`src/verilog/dacb_pkg.sv`:
```
package dacb_pkg;

	// ----------------------------------------------------------------
	// register byte addresses
	// ----------------------------------------------------------------
	localparam logic [31:0] STREAM_IO_CONFIG_ADDR     = 32'h8020_0384;
	localparam logic [31:0] ANALOG_INPUT_CONTROL_ADDR = 32'h8020_03A4;
	localparam logic [31:0] CONVERTER_CONTROL_ADDR    = 32'h8020_03A8;
	localparam logic [31:0] DECIMATOR_CONTROL_ADDR    = 32'h8020_03AC;
	localparam logic [31:0] DECIMATOR_STATUS_ADDR     = 32'h8020_03B0;
	localparam logic [31:0] SAMPLE_LEFT24_ADDR        = 32'h8020_03B4;
	localparam logic [31:0] SAMPLE_RIGHT24_ADDR       = 32'h8020_03B8;
	localparam logic [31:0] SAMPLE_PAIR16_ADDR        = 32'h8020_03BC;
	localparam logic [31:0] SAMPLE_FIFO_STATUS_ADDR   = 32'h8020_03C0;

	// ----------------------------------------------------------------
	// reset values and implemented-bit masks
	// ----------------------------------------------------------------
	localparam logic [31:0] STREAM_IO_RESET = 32'h0000_0180;
	localparam logic [31:0] STREAM_IO_MASK  = 32'h0000_00FF;
	localparam logic [31:0] AIN_MASK        = 32'h0007_1FFF;
	localparam logic [31:0] CONV_MASK       = 32'h0000_00FF;
	localparam logic [31:0] DEC_MASK        = 32'h007F_FFFF;
	localparam logic [31:0] CTRL_RESET      = 32'h0000_0000;

	// ----------------------------------------------------------------
	// field positions
	// ----------------------------------------------------------------
	localparam int SIO_OE_BIT     = 7;
	localparam int AIN_RIGHT_DIFF_STAGE_POWERDOWN     = 0;
	localparam int AIN_LEFT_DIFF_STAGE_POWERDOWN     = 1;
	localparam int AIN_RIGHT_DIGITAL_GAIN_LSB  = 3;
	localparam int AIN_RAMP_PD    = 7;
	localparam int AIN_LGAIN_LSB  = 8;
	localparam int AIN_LAMP_PD    = 12;
	localparam int CONV_RDITHER   = 1;
	localparam int CONV_RPD       = 3;
	localparam int CONV_LDITHER   = 5;
	localparam int CONV_LPD       = 7;
	localparam int DEC_RIGHT_DIGITAL_GAIN_LSB  = 0;
	localparam int DEC_LGAIN_LSB  = 8;
	localparam int DEC_INV        = 17;
	localparam int DEC_MUTE       = 18;
	localparam int DEC_ENODC      = 19;
	localparam int DEC_ENIDC      = 20;
	localparam int FIFO_LOST_BIT  = 16;

	// ----------------------------------------------------------------
	// conversion constants
	// ----------------------------------------------------------------
	localparam int                 OSR           = 128;
	localparam int                 OVF_HOLD      = 512;
	localparam int                 DC_SHIFT      = 8;
	localparam logic [3:0]         AMP_GAIN_MAX  = 4'h8;
	localparam logic signed [7:0]  DIG_GAIN_MAX  = 8'sh30;
	localparam logic [7:0]         DIG_GAIN_MUTE = 8'h80;
	localparam logic [7:0]         GAIN_IDX_OFS  = 8'h84;
	localparam logic signed [23:0] OVF_THRESH    = 24'sh70_0000;
	localparam logic [14:0] GAIN_MANT [12] = '{15'h4000, 15'h43CE, 15'h47D6, 15'h4C1C,
		15'h50A3, 15'h556E, 15'h5A82, 15'h5FE4, 15'h6598, 15'h6BA2, 15'h7209, 15'h78D1};

	typedef struct packed {
		logic [23:0] left;
		logic [23:0] right;
	} dacb_pair_t;

	function automatic logic signed [23:0] dacb_sat24(input logic signed [55:0] v);
		if (v > 56'sh7F_FFFF)
			return 24'sh7F_FFFF;
		else if (v < -56'sh80_0000)
			return -24'sh80_0000;
		else
			return v[23:0];
	endfunction

endpackage

```
`src/verilog/dacb_top.sv`:
```
// The AHB-Lite interface to the registers was left to the implementer.
`timescale 1ns/1ps
module dacb_top #(
	parameter int BIT_DIV    = 8,
	parameter int FIFO_DEPTH = 8
) (
	input  wire logic                 ref_clk,
	input  wire logic                 rst_n,
	input  wire logic                 hsel,
	input  wire logic [31:0]          haddr,
	input  wire logic [1:0]           htrans,
	input  wire logic                 hwrite,
	input  wire logic [2:0]           hsize,
	input  wire logic [31:0]          hwdata,
	input  wire logic                 hready,
	output logic      [31:0]          hrdata,
	output logic                      hreadyout,
	output logic                      hresp,
	input  wire logic [1:0]           modBit,
	output logic                      modClkEn,
	output logic                      sampleStrobe,
	output logic                      audioInputOutputEnable,
	output logic                      rightDiffStagePowerdown,
	output logic                      leftDiffStagePowerdown,
	output logic                      rightAmpPowerdown,
	output logic                      leftAmpPowerdown,
	output logic      [3:0]           rightAmpGain,
	output logic      [3:0]           leftAmpGain,
	output logic      [1:0]           converterPowerdown,
	output logic      [1:0]           converterDither,
	output dacb_pkg::dacb_pair_t      samplePair,
	output logic                      dmaReq
);
	import dacb_pkg::*;

	localparam int PTR_W = $clog2(FIFO_DEPTH);

	if (BIT_DIV < 1 || FIFO_DEPTH < 2 || (FIFO_DEPTH & (FIFO_DEPTH - 1)) != 0) begin : g_chk
		$error("dacb_top: BIT_DIV >= 1 and power-of-two FIFO_DEPTH >= 2 required");
	end

	// ----------------------------------------------------------------
	// rate divider
	// ----------------------------------------------------------------
	logic [15:0] bitDivQ, bitDivD;
	logic [6:0]  bitCntQ, bitCntD;
	logic        bitTick, sampleTick;

	always_comb begin
		bitTick    = (bitDivQ == 16'(BIT_DIV - 1));
		sampleTick = bitTick && (bitCntQ == 7'(OSR - 1));
		bitDivD    = bitTick ? 16'h0000 : bitDivQ + 16'h0001;
		bitCntD    = bitTick ? bitCntQ + 7'h01 : bitCntQ;
	end

	always_ff @(posedge ref_clk or negedge rst_n) begin
		if (!rst_n) begin
			bitDivQ <= 16'h0000;
			bitCntQ <= 7'h00;
		end else begin
			bitDivQ <= bitDivD;
			bitCntQ <= bitCntD;
		end
	end

	assign modClkEn     = bitTick;
	assign sampleStrobe = sampleTick;

	// ----------------------------------------------------------------
	// bus slave and register file
	// ----------------------------------------------------------------
	logic        accept, wrPendQ, wrPendD, pop, push, fifoFull, fifoEmpty;
	logic [31:0] wrAddrQ, wrAddrD, rdataQ, rdataD;
	logic [7:0]  sioQ, sioD;
	logic [31:0] ainQ, ainD, convQ, convD, decQ, decD;
	logic [31:0] ainAppQ, ainAppD, convAppQ, convAppD, decAppQ, decAppD;
	logic        lostQ, lostD, ovfFlagQ, ovfFlagD;
	logic [9:0]  ovfCntQ, ovfCntD;
	logic [1:0]  chanOvf;
	logic        muted;
	logic [PTR_W:0] wrPtrQ, wrPtrD, rdPtrQ, rdPtrD, fifoCnt;
	dacb_pair_t  fifoMem [FIFO_DEPTH];
	dacb_pair_t  head;
	logic signed [23:0] chanOut [2];
	logic        sampleValidQ;

	assign accept = hsel && htrans[1] && hready;
	assign muted  = decAppQ[DEC_MUTE] || (decAppQ[15:8] == DIG_GAIN_MUTE
		&& decAppQ[7:0] == DIG_GAIN_MUTE);
	assign head   = fifoMem[rdPtrQ[PTR_W-1:0]];

	always_comb begin
		wrPendD = accept && hwrite;
		wrAddrD = accept ? haddr : wrAddrQ;
		pop     = accept && !hwrite && !fifoEmpty
			&& (haddr == SAMPLE_RIGHT24_ADDR || haddr == SAMPLE_PAIR16_ADDR);
		rdataD  = rdataQ;
		if (accept && !hwrite) begin
			case (haddr)
				STREAM_IO_CONFIG_ADDR:     rdataD = (STREAM_IO_RESET & ~STREAM_IO_MASK)
					| {24'h000000, sioQ};
				ANALOG_INPUT_CONTROL_ADDR: rdataD = ainQ;
				CONVERTER_CONTROL_ADDR:    rdataD = convQ;
				DECIMATOR_CONTROL_ADDR:    rdataD = decQ;
				DECIMATOR_STATUS_ADDR:     rdataD = {30'h00000000, ovfFlagQ, muted};
				SAMPLE_LEFT24_ADDR:        rdataD = fifoEmpty ? 32'h00000000
					: {{8{head.left[23]}}, head.left};
				SAMPLE_RIGHT24_ADDR:       rdataD = fifoEmpty ? 32'h00000000
					: {{8{head.right[23]}}, head.right};
				SAMPLE_PAIR16_ADDR:        rdataD = fifoEmpty ? 32'h00000000
					: {head.left[23:8], head.right[23:8]};
				SAMPLE_FIFO_STATUS_ADDR:   rdataD = {15'h0000, lostQ, 16'(fifoCnt)};
				default:                   rdataD = 32'h00000000;
			endcase
		end
		sioD  = sioQ;
		ainD  = ainQ;
		convD = convQ;
		decD  = decQ;
		lostD = lostQ;
		if (wrPendQ) begin
			case (wrAddrQ)
				STREAM_IO_CONFIG_ADDR:     sioD  = hwdata[7:0];
				ANALOG_INPUT_CONTROL_ADDR: ainD  = hwdata & AIN_MASK;
				CONVERTER_CONTROL_ADDR:    convD = hwdata & CONV_MASK;
				DECIMATOR_CONTROL_ADDR:    decD  = hwdata & DEC_MASK;
				SAMPLE_FIFO_STATUS_ADDR:   lostD = lostQ && !hwdata[FIFO_LOST_BIT];
				default:                   ; // status is read-only
			endcase
		end
		// a dropped sample in the clearing cycle keeps the flag set
		if (push && fifoFull)
			lostD = 1'b1;
		// the analog side sees ain and converter changes only at a sample boundary; the output enable follows sioQ at once
		ainAppD  = sampleTick ? ainQ : ainAppQ;
		convAppD = sampleTick ? convQ : convAppQ;
		decAppD  = sampleTick ? decQ : decAppQ;
	end

	always_ff @(posedge ref_clk or negedge rst_n) begin
		if (!rst_n) begin
			wrPendQ  <= 1'b0;
			wrAddrQ  <= 32'h00000000;
			rdataQ   <= 32'h00000000;
			sioQ     <= STREAM_IO_RESET[7:0];
			ainQ     <= CTRL_RESET;
			convQ    <= CTRL_RESET;
			decQ     <= CTRL_RESET;
			ainAppQ  <= CTRL_RESET;
			convAppQ <= CTRL_RESET;
			decAppQ  <= CTRL_RESET;
			lostQ    <= 1'b0;
		end else begin
			wrPendQ  <= wrPendD;
			wrAddrQ  <= wrAddrD;
			rdataQ   <= rdataD;
			sioQ     <= sioD;
			ainQ     <= ainD;
			convQ    <= convD;
			decQ     <= decD;
			ainAppQ  <= ainAppD;
			convAppQ <= convAppD;
			decAppQ  <= decAppD;
			lostQ    <= lostD;
		end
	end

	assign hrdata    = rdataQ;
	assign hreadyout = 1'b1;
	assign hresp     = 1'b0;

	// ----------------------------------------------------------------
	// analog front-end controls
	// ----------------------------------------------------------------
	always_ff @(posedge ref_clk or negedge rst_n) begin
		if (!rst_n) begin
			rightAmpGain <= 4'h0;
			leftAmpGain  <= 4'h0;
		end else if (sampleTick) begin
			rightAmpGain <= ainQ[AIN_RIGHT_DIGITAL_GAIN_LSB+3] ? AMP_GAIN_MAX : ainQ[AIN_RIGHT_DIGITAL_GAIN_LSB+:4];
			leftAmpGain  <= ainQ[AIN_LGAIN_LSB+3] ? AMP_GAIN_MAX : ainQ[AIN_LGAIN_LSB+:4];
		end
	end

	assign audioInputOutputEnable  = sioQ[SIO_OE_BIT];
	assign rightDiffStagePowerdown = ainAppQ[AIN_RIGHT_DIFF_STAGE_POWERDOWN];
	assign leftDiffStagePowerdown  = ainAppQ[AIN_LEFT_DIFF_STAGE_POWERDOWN];
	assign rightAmpPowerdown       = ainAppQ[AIN_RAMP_PD];
	assign leftAmpPowerdown        = ainAppQ[AIN_LAMP_PD];
	assign converterPowerdown      = {convAppQ[CONV_LPD], convAppQ[CONV_RPD]};
	assign converterDither         = {convAppQ[CONV_LDITHER], convAppQ[CONV_RDITHER]};

	// ----------------------------------------------------------------
	// decimators: index 0 right, 1 left
	// ----------------------------------------------------------------
	for (genvar c = 0; c < 2; c++) begin : g_dec
		localparam int GL = (c == 0) ? DEC_RIGHT_DIGITAL_GAIN_LSB : DEC_LGAIN_LSB;
		localparam int PD = (c == 0) ? CONV_RPD : CONV_LPD;
		logic [7:0]         onesQ, onesD;
		logic signed [23:0] avgInQ, avgInD, avgOutQ, avgOutD, outQ, outD;
		logic [8:0]         total;
		logic signed [23:0] x, xi, gOut, y;
		logic signed [24:0] dIn, dOut;
		logic signed [7:0]  g, gc;
		logic [7:0]         idx;
		logic [3:0]         oct, frac;
		logic signed [39:0] prod;

		always_comb begin
			total = 9'(onesQ) + 9'(modBit[c]);
			x     = convAppQ[PD] ? 24'sh000000 : (24'($signed({1'b0, total})) - 24'sh000040) <<< 16;
			dIn   = 25'(x) - 25'(avgInQ);
			xi    = decAppQ[DEC_ENIDC] ? dacb_sat24(56'(dIn)) : x;
			if (decAppQ[DEC_INV])
				xi = dacb_sat24(-56'(xi));
			g     = $signed(decAppQ[GL+:8]);
			gc    = (g > DIG_GAIN_MAX) ? DIG_GAIN_MAX : g;
			idx   = 8'(gc) + GAIN_IDX_OFS;
			oct   = 4'(idx / 8'h0C);
			frac  = 4'(idx % 8'h0C);
			prod  = 40'(xi) * 40'($signed({1'b0, GAIN_MANT[frac]}));
			gOut  = dacb_sat24((56'(prod) <<< oct) >>> 25);
			if (g == $signed(DIG_GAIN_MUTE) || decAppQ[DEC_MUTE])
				gOut = 24'sh000000;
			dOut  = 25'(gOut) - 25'(avgOutQ);
			y     = decAppQ[DEC_ENODC] ? dacb_sat24(56'(dOut)) : gOut;
			onesD   = bitTick ? total[7:0] : onesQ;
			avgInD  = avgInQ;
			avgOutD = avgOutQ;
			outD    = outQ;
			if (sampleTick) begin
				onesD   = 8'h00;
				outD    = y;
				avgInD  = 24'(avgInQ + 24'(dIn >>> DC_SHIFT));
				avgOutD = 24'(avgOutQ + 24'(dOut >>> DC_SHIFT));
			end
			chanOvf[c] = sampleTick && (y >= OVF_THRESH || y <= -OVF_THRESH);
		end

		always_ff @(posedge ref_clk or negedge rst_n) begin
			if (!rst_n) begin
				onesQ   <= 8'h00;
				avgInQ  <= 24'sh000000;
				avgOutQ <= 24'sh000000;
				outQ    <= 24'sh000000;
			end else begin
				onesQ   <= onesD;
				avgInQ  <= avgInD;
				avgOutQ <= avgOutD;
				outQ    <= outD;
			end
		end
		assign chanOut[c] = outQ;
	end

	// ----------------------------------------------------------------
	// overflow hold and sample FIFO
	// ----------------------------------------------------------------
	assign push      = sampleValidQ;
	assign fifoCnt   = wrPtrQ - rdPtrQ;
	assign fifoFull  = (fifoCnt == (PTR_W+1)'(FIFO_DEPTH));
	assign fifoEmpty = (fifoCnt == '0);
	assign dmaReq    = !fifoEmpty;

	always_comb begin
		ovfFlagD = ovfFlagQ;
		ovfCntD  = ovfCntQ;
		if (sampleTick) begin
			if (|chanOvf) begin
				ovfFlagD = 1'b1;
				ovfCntD  = 10'h000;
			end else if (ovfFlagQ) begin
				ovfFlagD = (ovfCntQ != 10'(OVF_HOLD - 1));
				ovfCntD  = ovfFlagD ? ovfCntQ + 10'h001 : 10'h000;
			end
		end
		wrPtrD = (push && !fifoFull) ? wrPtrQ + 1'b1 : wrPtrQ;
		rdPtrD = pop ? rdPtrQ + 1'b1 : rdPtrQ;
	end

	always_ff @(posedge ref_clk or negedge rst_n) begin
		if (!rst_n) begin
			ovfFlagQ     <= 1'b0;
			ovfCntQ      <= 10'h000;
			wrPtrQ       <= '0;
			rdPtrQ       <= '0;
			sampleValidQ <= 1'b0;
			samplePair   <= '0;
		end else begin
			ovfFlagQ     <= ovfFlagD;
			ovfCntQ      <= ovfCntD;
			wrPtrQ       <= wrPtrD;
			rdPtrQ       <= rdPtrD;
			sampleValidQ <= sampleTick;
			if (sampleValidQ)
				samplePair <= {chanOut[1], chanOut[0]};
		end
	end

	always_ff @(posedge ref_clk) begin
		if (push && !fifoFull)
			fifoMem[wrPtrQ[PTR_W-1:0]] <= {chanOut[1], chanOut[0]};
	end
endmodule

```
`config.mk`:
```
export PLATFORM = sky130hd
export DESIGN_NAME = dacb_top
export DESIGN_NICKNAME = d
export VERILOG_FILES = /design/src/verilog/dacb_pkg.sv /design/src/verilog/dacb_top.sv
export SDC_FILE = /design/constraint.sdc
export NUM_CORES = 2
export LEC_CHECK = 0
export BUFFER_PORTS_ARGS = -buffer_cell sky130_fd_sc_hd__buf_4
export CORE_AREA = 2 2 442 444
export DETAILED_ROUTE_END_ITERATION = 8
export DIE_AREA = 0 0 444 446
export PLACE_DENSITY = 0.54
export SLEW_MARGIN = 0
export SYNTH_ARGS = -nofsm -noshare
export SYNTH_HDL_FRONTEND = slang
export SYNTH_SLANG_ARGS = --single-unit
```
`constraint.sdc`:
```
create_clock -name ref_clk -period 23.5 [get_ports ref_clk]
set_clock_uncertainty 0.1 [all_clocks]
set_input_delay 2.35 -clock ref_clk [delete_from_list [all_inputs] [get_ports ref_clk]]
set_output_delay 2.35 -clock ref_clk [all_outputs]
set_load 0.05 [all_outputs]
```
==> results.txt <==
The flow ran to the end, and the final reports show no timing, DRC or antenna violations. Data on the critical path is required at its endpoint by around 24 ns. The count of nets left with antenna violations once routing finished came out at 0. The kind of capture point of the worst setup path is a register. Based on the critical path, the design can be clocked at up to around 0.045 GHz. The core region is 194,000 µm². The number of core rows came out at between 150 and 200. The ratio of final minimum period to clock period is around 94%. The post-synthesis register bit count came out at 792. Detailed placement ended at an HPWL of roughly 180,000 µm. The final worst hold slack came out at 0.362 ns. The count of endpoints failing setup in the final report came out at 0. The summed negative setup slack over all endpoints is 0 ns. The share of flip-flops with an asynchronous set or reset after synthesis is between 50% and 60%. The min-delay analysis places its worst path in the category register to register. The worst register-to-register path ends at g_dec[0].avgOutQ[23].

Counting the buffers created by CTS gives between 80 and 90. On the critical path, the stage with the largest delay is an instance of fa_1. In this run the most critical hold path is launched from bitCntQ[5]. For hold timing, the worst endpoint is bitCntQ[5]. The power per cell area is 41.3 nW/µm². In the layout the commonest cells are nand2_1, inv_1, fa_1. The number of buffers on the longest clock path came out at 3. The final routed wirelength across all metal layers is between 200,000 and 250,000 µm.

The dominant combinational cell family by area after synthesis is adder cells. The transition time of the tightest slew-check pin came out at ~1.1 ns. The post-synthesis to final-layout area growth is 11.0%. The combined global-route utilization of all metal layers is around a quarter. Counting cells, the worst reg-to-reg path comes to between 80 and 90. TritonCTS built the clock tree. The critical path crosses 95 cells after its start point.

The register-to-register path setup slack is ~3.0 ns. The remaining max-slew budget at the tightest pin came out at roughly a quarter. At the worst endpoint, the arrival time is approximately 22 ns. The total clock sinks is between 700 and 800. The largest incremental delay on the critical path is roughly 0.56 ns. The number of instances in the synthesized netlist is 8,347. The max-cap violation count came out at 0. The area of the die is ~200,000 µm². The post-placement cell count came out at 10,954. Routability-driven placement finished with a final weighted congestion of about 0.9. The total power came out at 3.52 mW.

The net count after synthesis is between 9,000 and 10,000. The via count of the first global-routing pass is 62,302. The distinct cell type count of the synthesized netlist is around 120. The detailed-router iteration count before antenna repair came out at 8. By instance count, the cell type seen most on the critical path is a21oi_1. The wire length of the first global-routing pass is 373,000 µm. The critical path class is input port to register. The top-level port count is ~180. The origin of the critical flop-to-flop path is convAppQ[3]. The critical path contains buffers and inverters numbering 14 combined. The average wire per cell in the routed design came out at approximately 21 µm. The number of pins with negative max-slew slack in the final report is 0.

During synthesis, Yosys emitted a total of 0 warnings. Setup repair after global routing left no endpoint under its margin. The maximum vdd drop is 0.0497 mV. The count of input and output buffers is 162. The number of buffers added to fix hold violations after cts came out at 0. The multiplexer area fraction after synthesis came out at approximately 6.3%.

The detailed router placed around 62,000 vias in this run. After clock tree synthesis, the clock-pin slew on the worst setup and hold paths is 0.06 ns. The cell area that synthesis handed to floorplanning was 76,900 µm². The sequential fraction of the synthesis area is about 28%. The synthesized-area fraction occupied by xor and xnor cells came out at slightly above 3%. The later-pin clock latency in the skew report is around 0.71 ns.

Leaving out filler cells and counting taps, the final layout contains 11,121. The area share of and/or/nand/nor cells after synthesis is roughly 15%. The fraction of the mapped netlist area in adder cells came out at 24.7%. The number of violations reported at the end of detailed-routing iteration 0 came out at just over 5,000. The library cell used most frequently in the layout, excluding fill and tap cells, is nand2_1. The initial antenna violation count is 0. The starting utilization of the core area is 39.7%. The overflow left after global routing came out at 0. The most used flip-flop cell after synthesis is dfrtp_1. The analysis attributes to cell leakage a power of 39.0 nW. Each instance of the synthesized netlist takes up on average approximately 9.2 µm². The number of enable flip-flop cells after synthesis is approximately 380. The category of the worst setup path launch point is an input port. The CTS H-tree depth came out at 3.

The CTS root buffer is clkbuf_16. The shortest period the worst path allows came out at roughly 22 ns. The die boundary width came out at about 440 µm. The pin count of the biggest net entering global routing is ~120. The DRC violation count after routing is 0. The share of the synthesized area in compound gates (AO/OA/AOI/OAI) came out at roughly 15%. In this run the vertical extent of the chip is roughly 450 µm. The peak fanout along the critical path came out at 15. The average vias per placed instance is between 5 and 6. The count of endpoints failing hold in the final timing report is 0. The count of nets after finishing is between 9,000 and 10,000. The proportion of layout cells with a drive suffix above 1 is about an eighth. The kind of cell adding the most delay to the critical path is compound AO/OA/AOI/OAI gates. The depth of the worst hold-timing path came out at 1.
## Yosys cell counts (23+ instances only)
library cell	number	area share, %
o21bai_1	63	0.62
nand2b_1	52	0.42
nor2_1	593	2.9
nor2b_1	63	0.51
ha_1	379	6.2
o21ai_1	23	0.15
mux2i_1	105	1.4
mux4_2	88	2.6
and2_1	93	0.76
o31ai_1	42	0.41
o22ai_1	47	0.38
fa_1	705	18
mux2_2	162	2.4
and3_1	73	0.59
o21a_1	50	0.49
a221oi_1	33	0.38
dfrtp_1	407	13
nand3_1	141	0.92
edfxtp_1	384	15
buf_1	44	0.21
a21oi_1	440	2.9
inv_1	1054	5.1
nor3_1	145	0.94
o211ai_1	61	0.60
nor4_1	39	0.32
or3_1	47	0.38
a211oi_1	59	0.58
nand2_1	1129	5.5
xor2_1	77	0.88
o21ai_0	422	2.7
clkbuf_1	337	1.6
a21o_1	126	1.2
or2_2	28	0.23
nand4_1	67	0.55
a31oi_1	72	0.59
a211o_1	31	0.35
xnor2_1	187	2.1
## routing by layer
layer	vias up	part of all wire [%]	global-route usage, %
met4	0	2.2	5.62
met1	31464	45	33.2
met2	1705	48	40.6
met5	-	0	0
met3	235	4.8	2.16
li1	28866	-	-
## worst register-to-register path: cells and delay by family (launching register included)
kind,cells,cell delay [ns]
AOI/OAI and AO/OA,44,10.18
adders and majority gates,11,4.60
and+or+nand+nor,17,2.74
buffers and inverters,9,1.23
DFF,1,0.86
xor gates and xnor gates,3,0.68
## power by group
group / internal (mW) / leakage (nW) / total (mW) / switching [mW]
clock network: 0.843 / 1.48 / 1.45 / 0.607
registers: 1.46 / 8.94 / 1.47 / 0.0111
logic: 0.235 / 28.6 / 0.601 / 0.366
## sequential cells by signal, indices dropped and copies added, names as in the netlist, 8 cells and up
name	count
ovfCntQ	10
g_dec.avgOutQ	48
decAppQ	20
bitDivQ	16
wrAddrQ	32
fifoMem	384
hrdata	32
g_dec.avgInQ	48
g_dec.onesQ	16
convQ	8
decQ	23
sioQ	8
samplePair	48
ainQ	16
g_dec.outQ	48
## worst max-delay path by stage
| stage | start | to | slack [ns] |
|---|---|---|---|
| after floorplan | modBit[1] | ovfCntQ[2] | 2.31 |
| after global placement | modBit[1] | g_dec[1].avgOutQ[22] | 0.78 |
| after detailed placement | modBit[1] | g_dec[1].avgOutQ[22] | 0.66 |
| after CTS | modBit[1] | g_dec[1].avgOutQ[22] | 1.26 |
| after global routing | modBit[1] | g_dec[1].avgOutQ[22] | 0.008 |
| final | modBit[1] | g_dec[1].avgOutQ[22] | 1.51 |
## stage by stage
stage / utilization, % / area [µm²] / setup slack [ns]
floorplan: - / 76900 / 2.31
detailed placement: 42.5 / 82200 / 0.663
finish: 44.1 / 85400 / 1.51
CTS: 44.1 / 85300 / 1.26
global placement: 42.5 / 82200 / 0.784
global route: 44.1 / 85300 / 0.00815
## final cells by class
type | count | area [µm²]
clock inverter | 37 | 548
antenna | 2 | 5.00
inverter | 1076 | 4050
timing repair buffer | 477 | 3610
fill | 18607 | 108000
sequential | 792 | 21800
clock buffer | 126 | 2510
tap | 2542 | 3180
multi-input combinational | 6069 | 49700
## repair_timing
action	in CTS	in global routing
gates resized for setup	0	6
endpoints found under the hold margin	0	0
setup endpoints to repair	0	7
buffers inserted	0	2
## cell families after synthesis
group	count (synthesis)
compound gates	1758
xor+xnor	265
fa+ha+maj	1096
buf+inv	1486
flops	792
mux	355
other cells	2
simple gates	2593
Power figures use the tool's default switching activity.
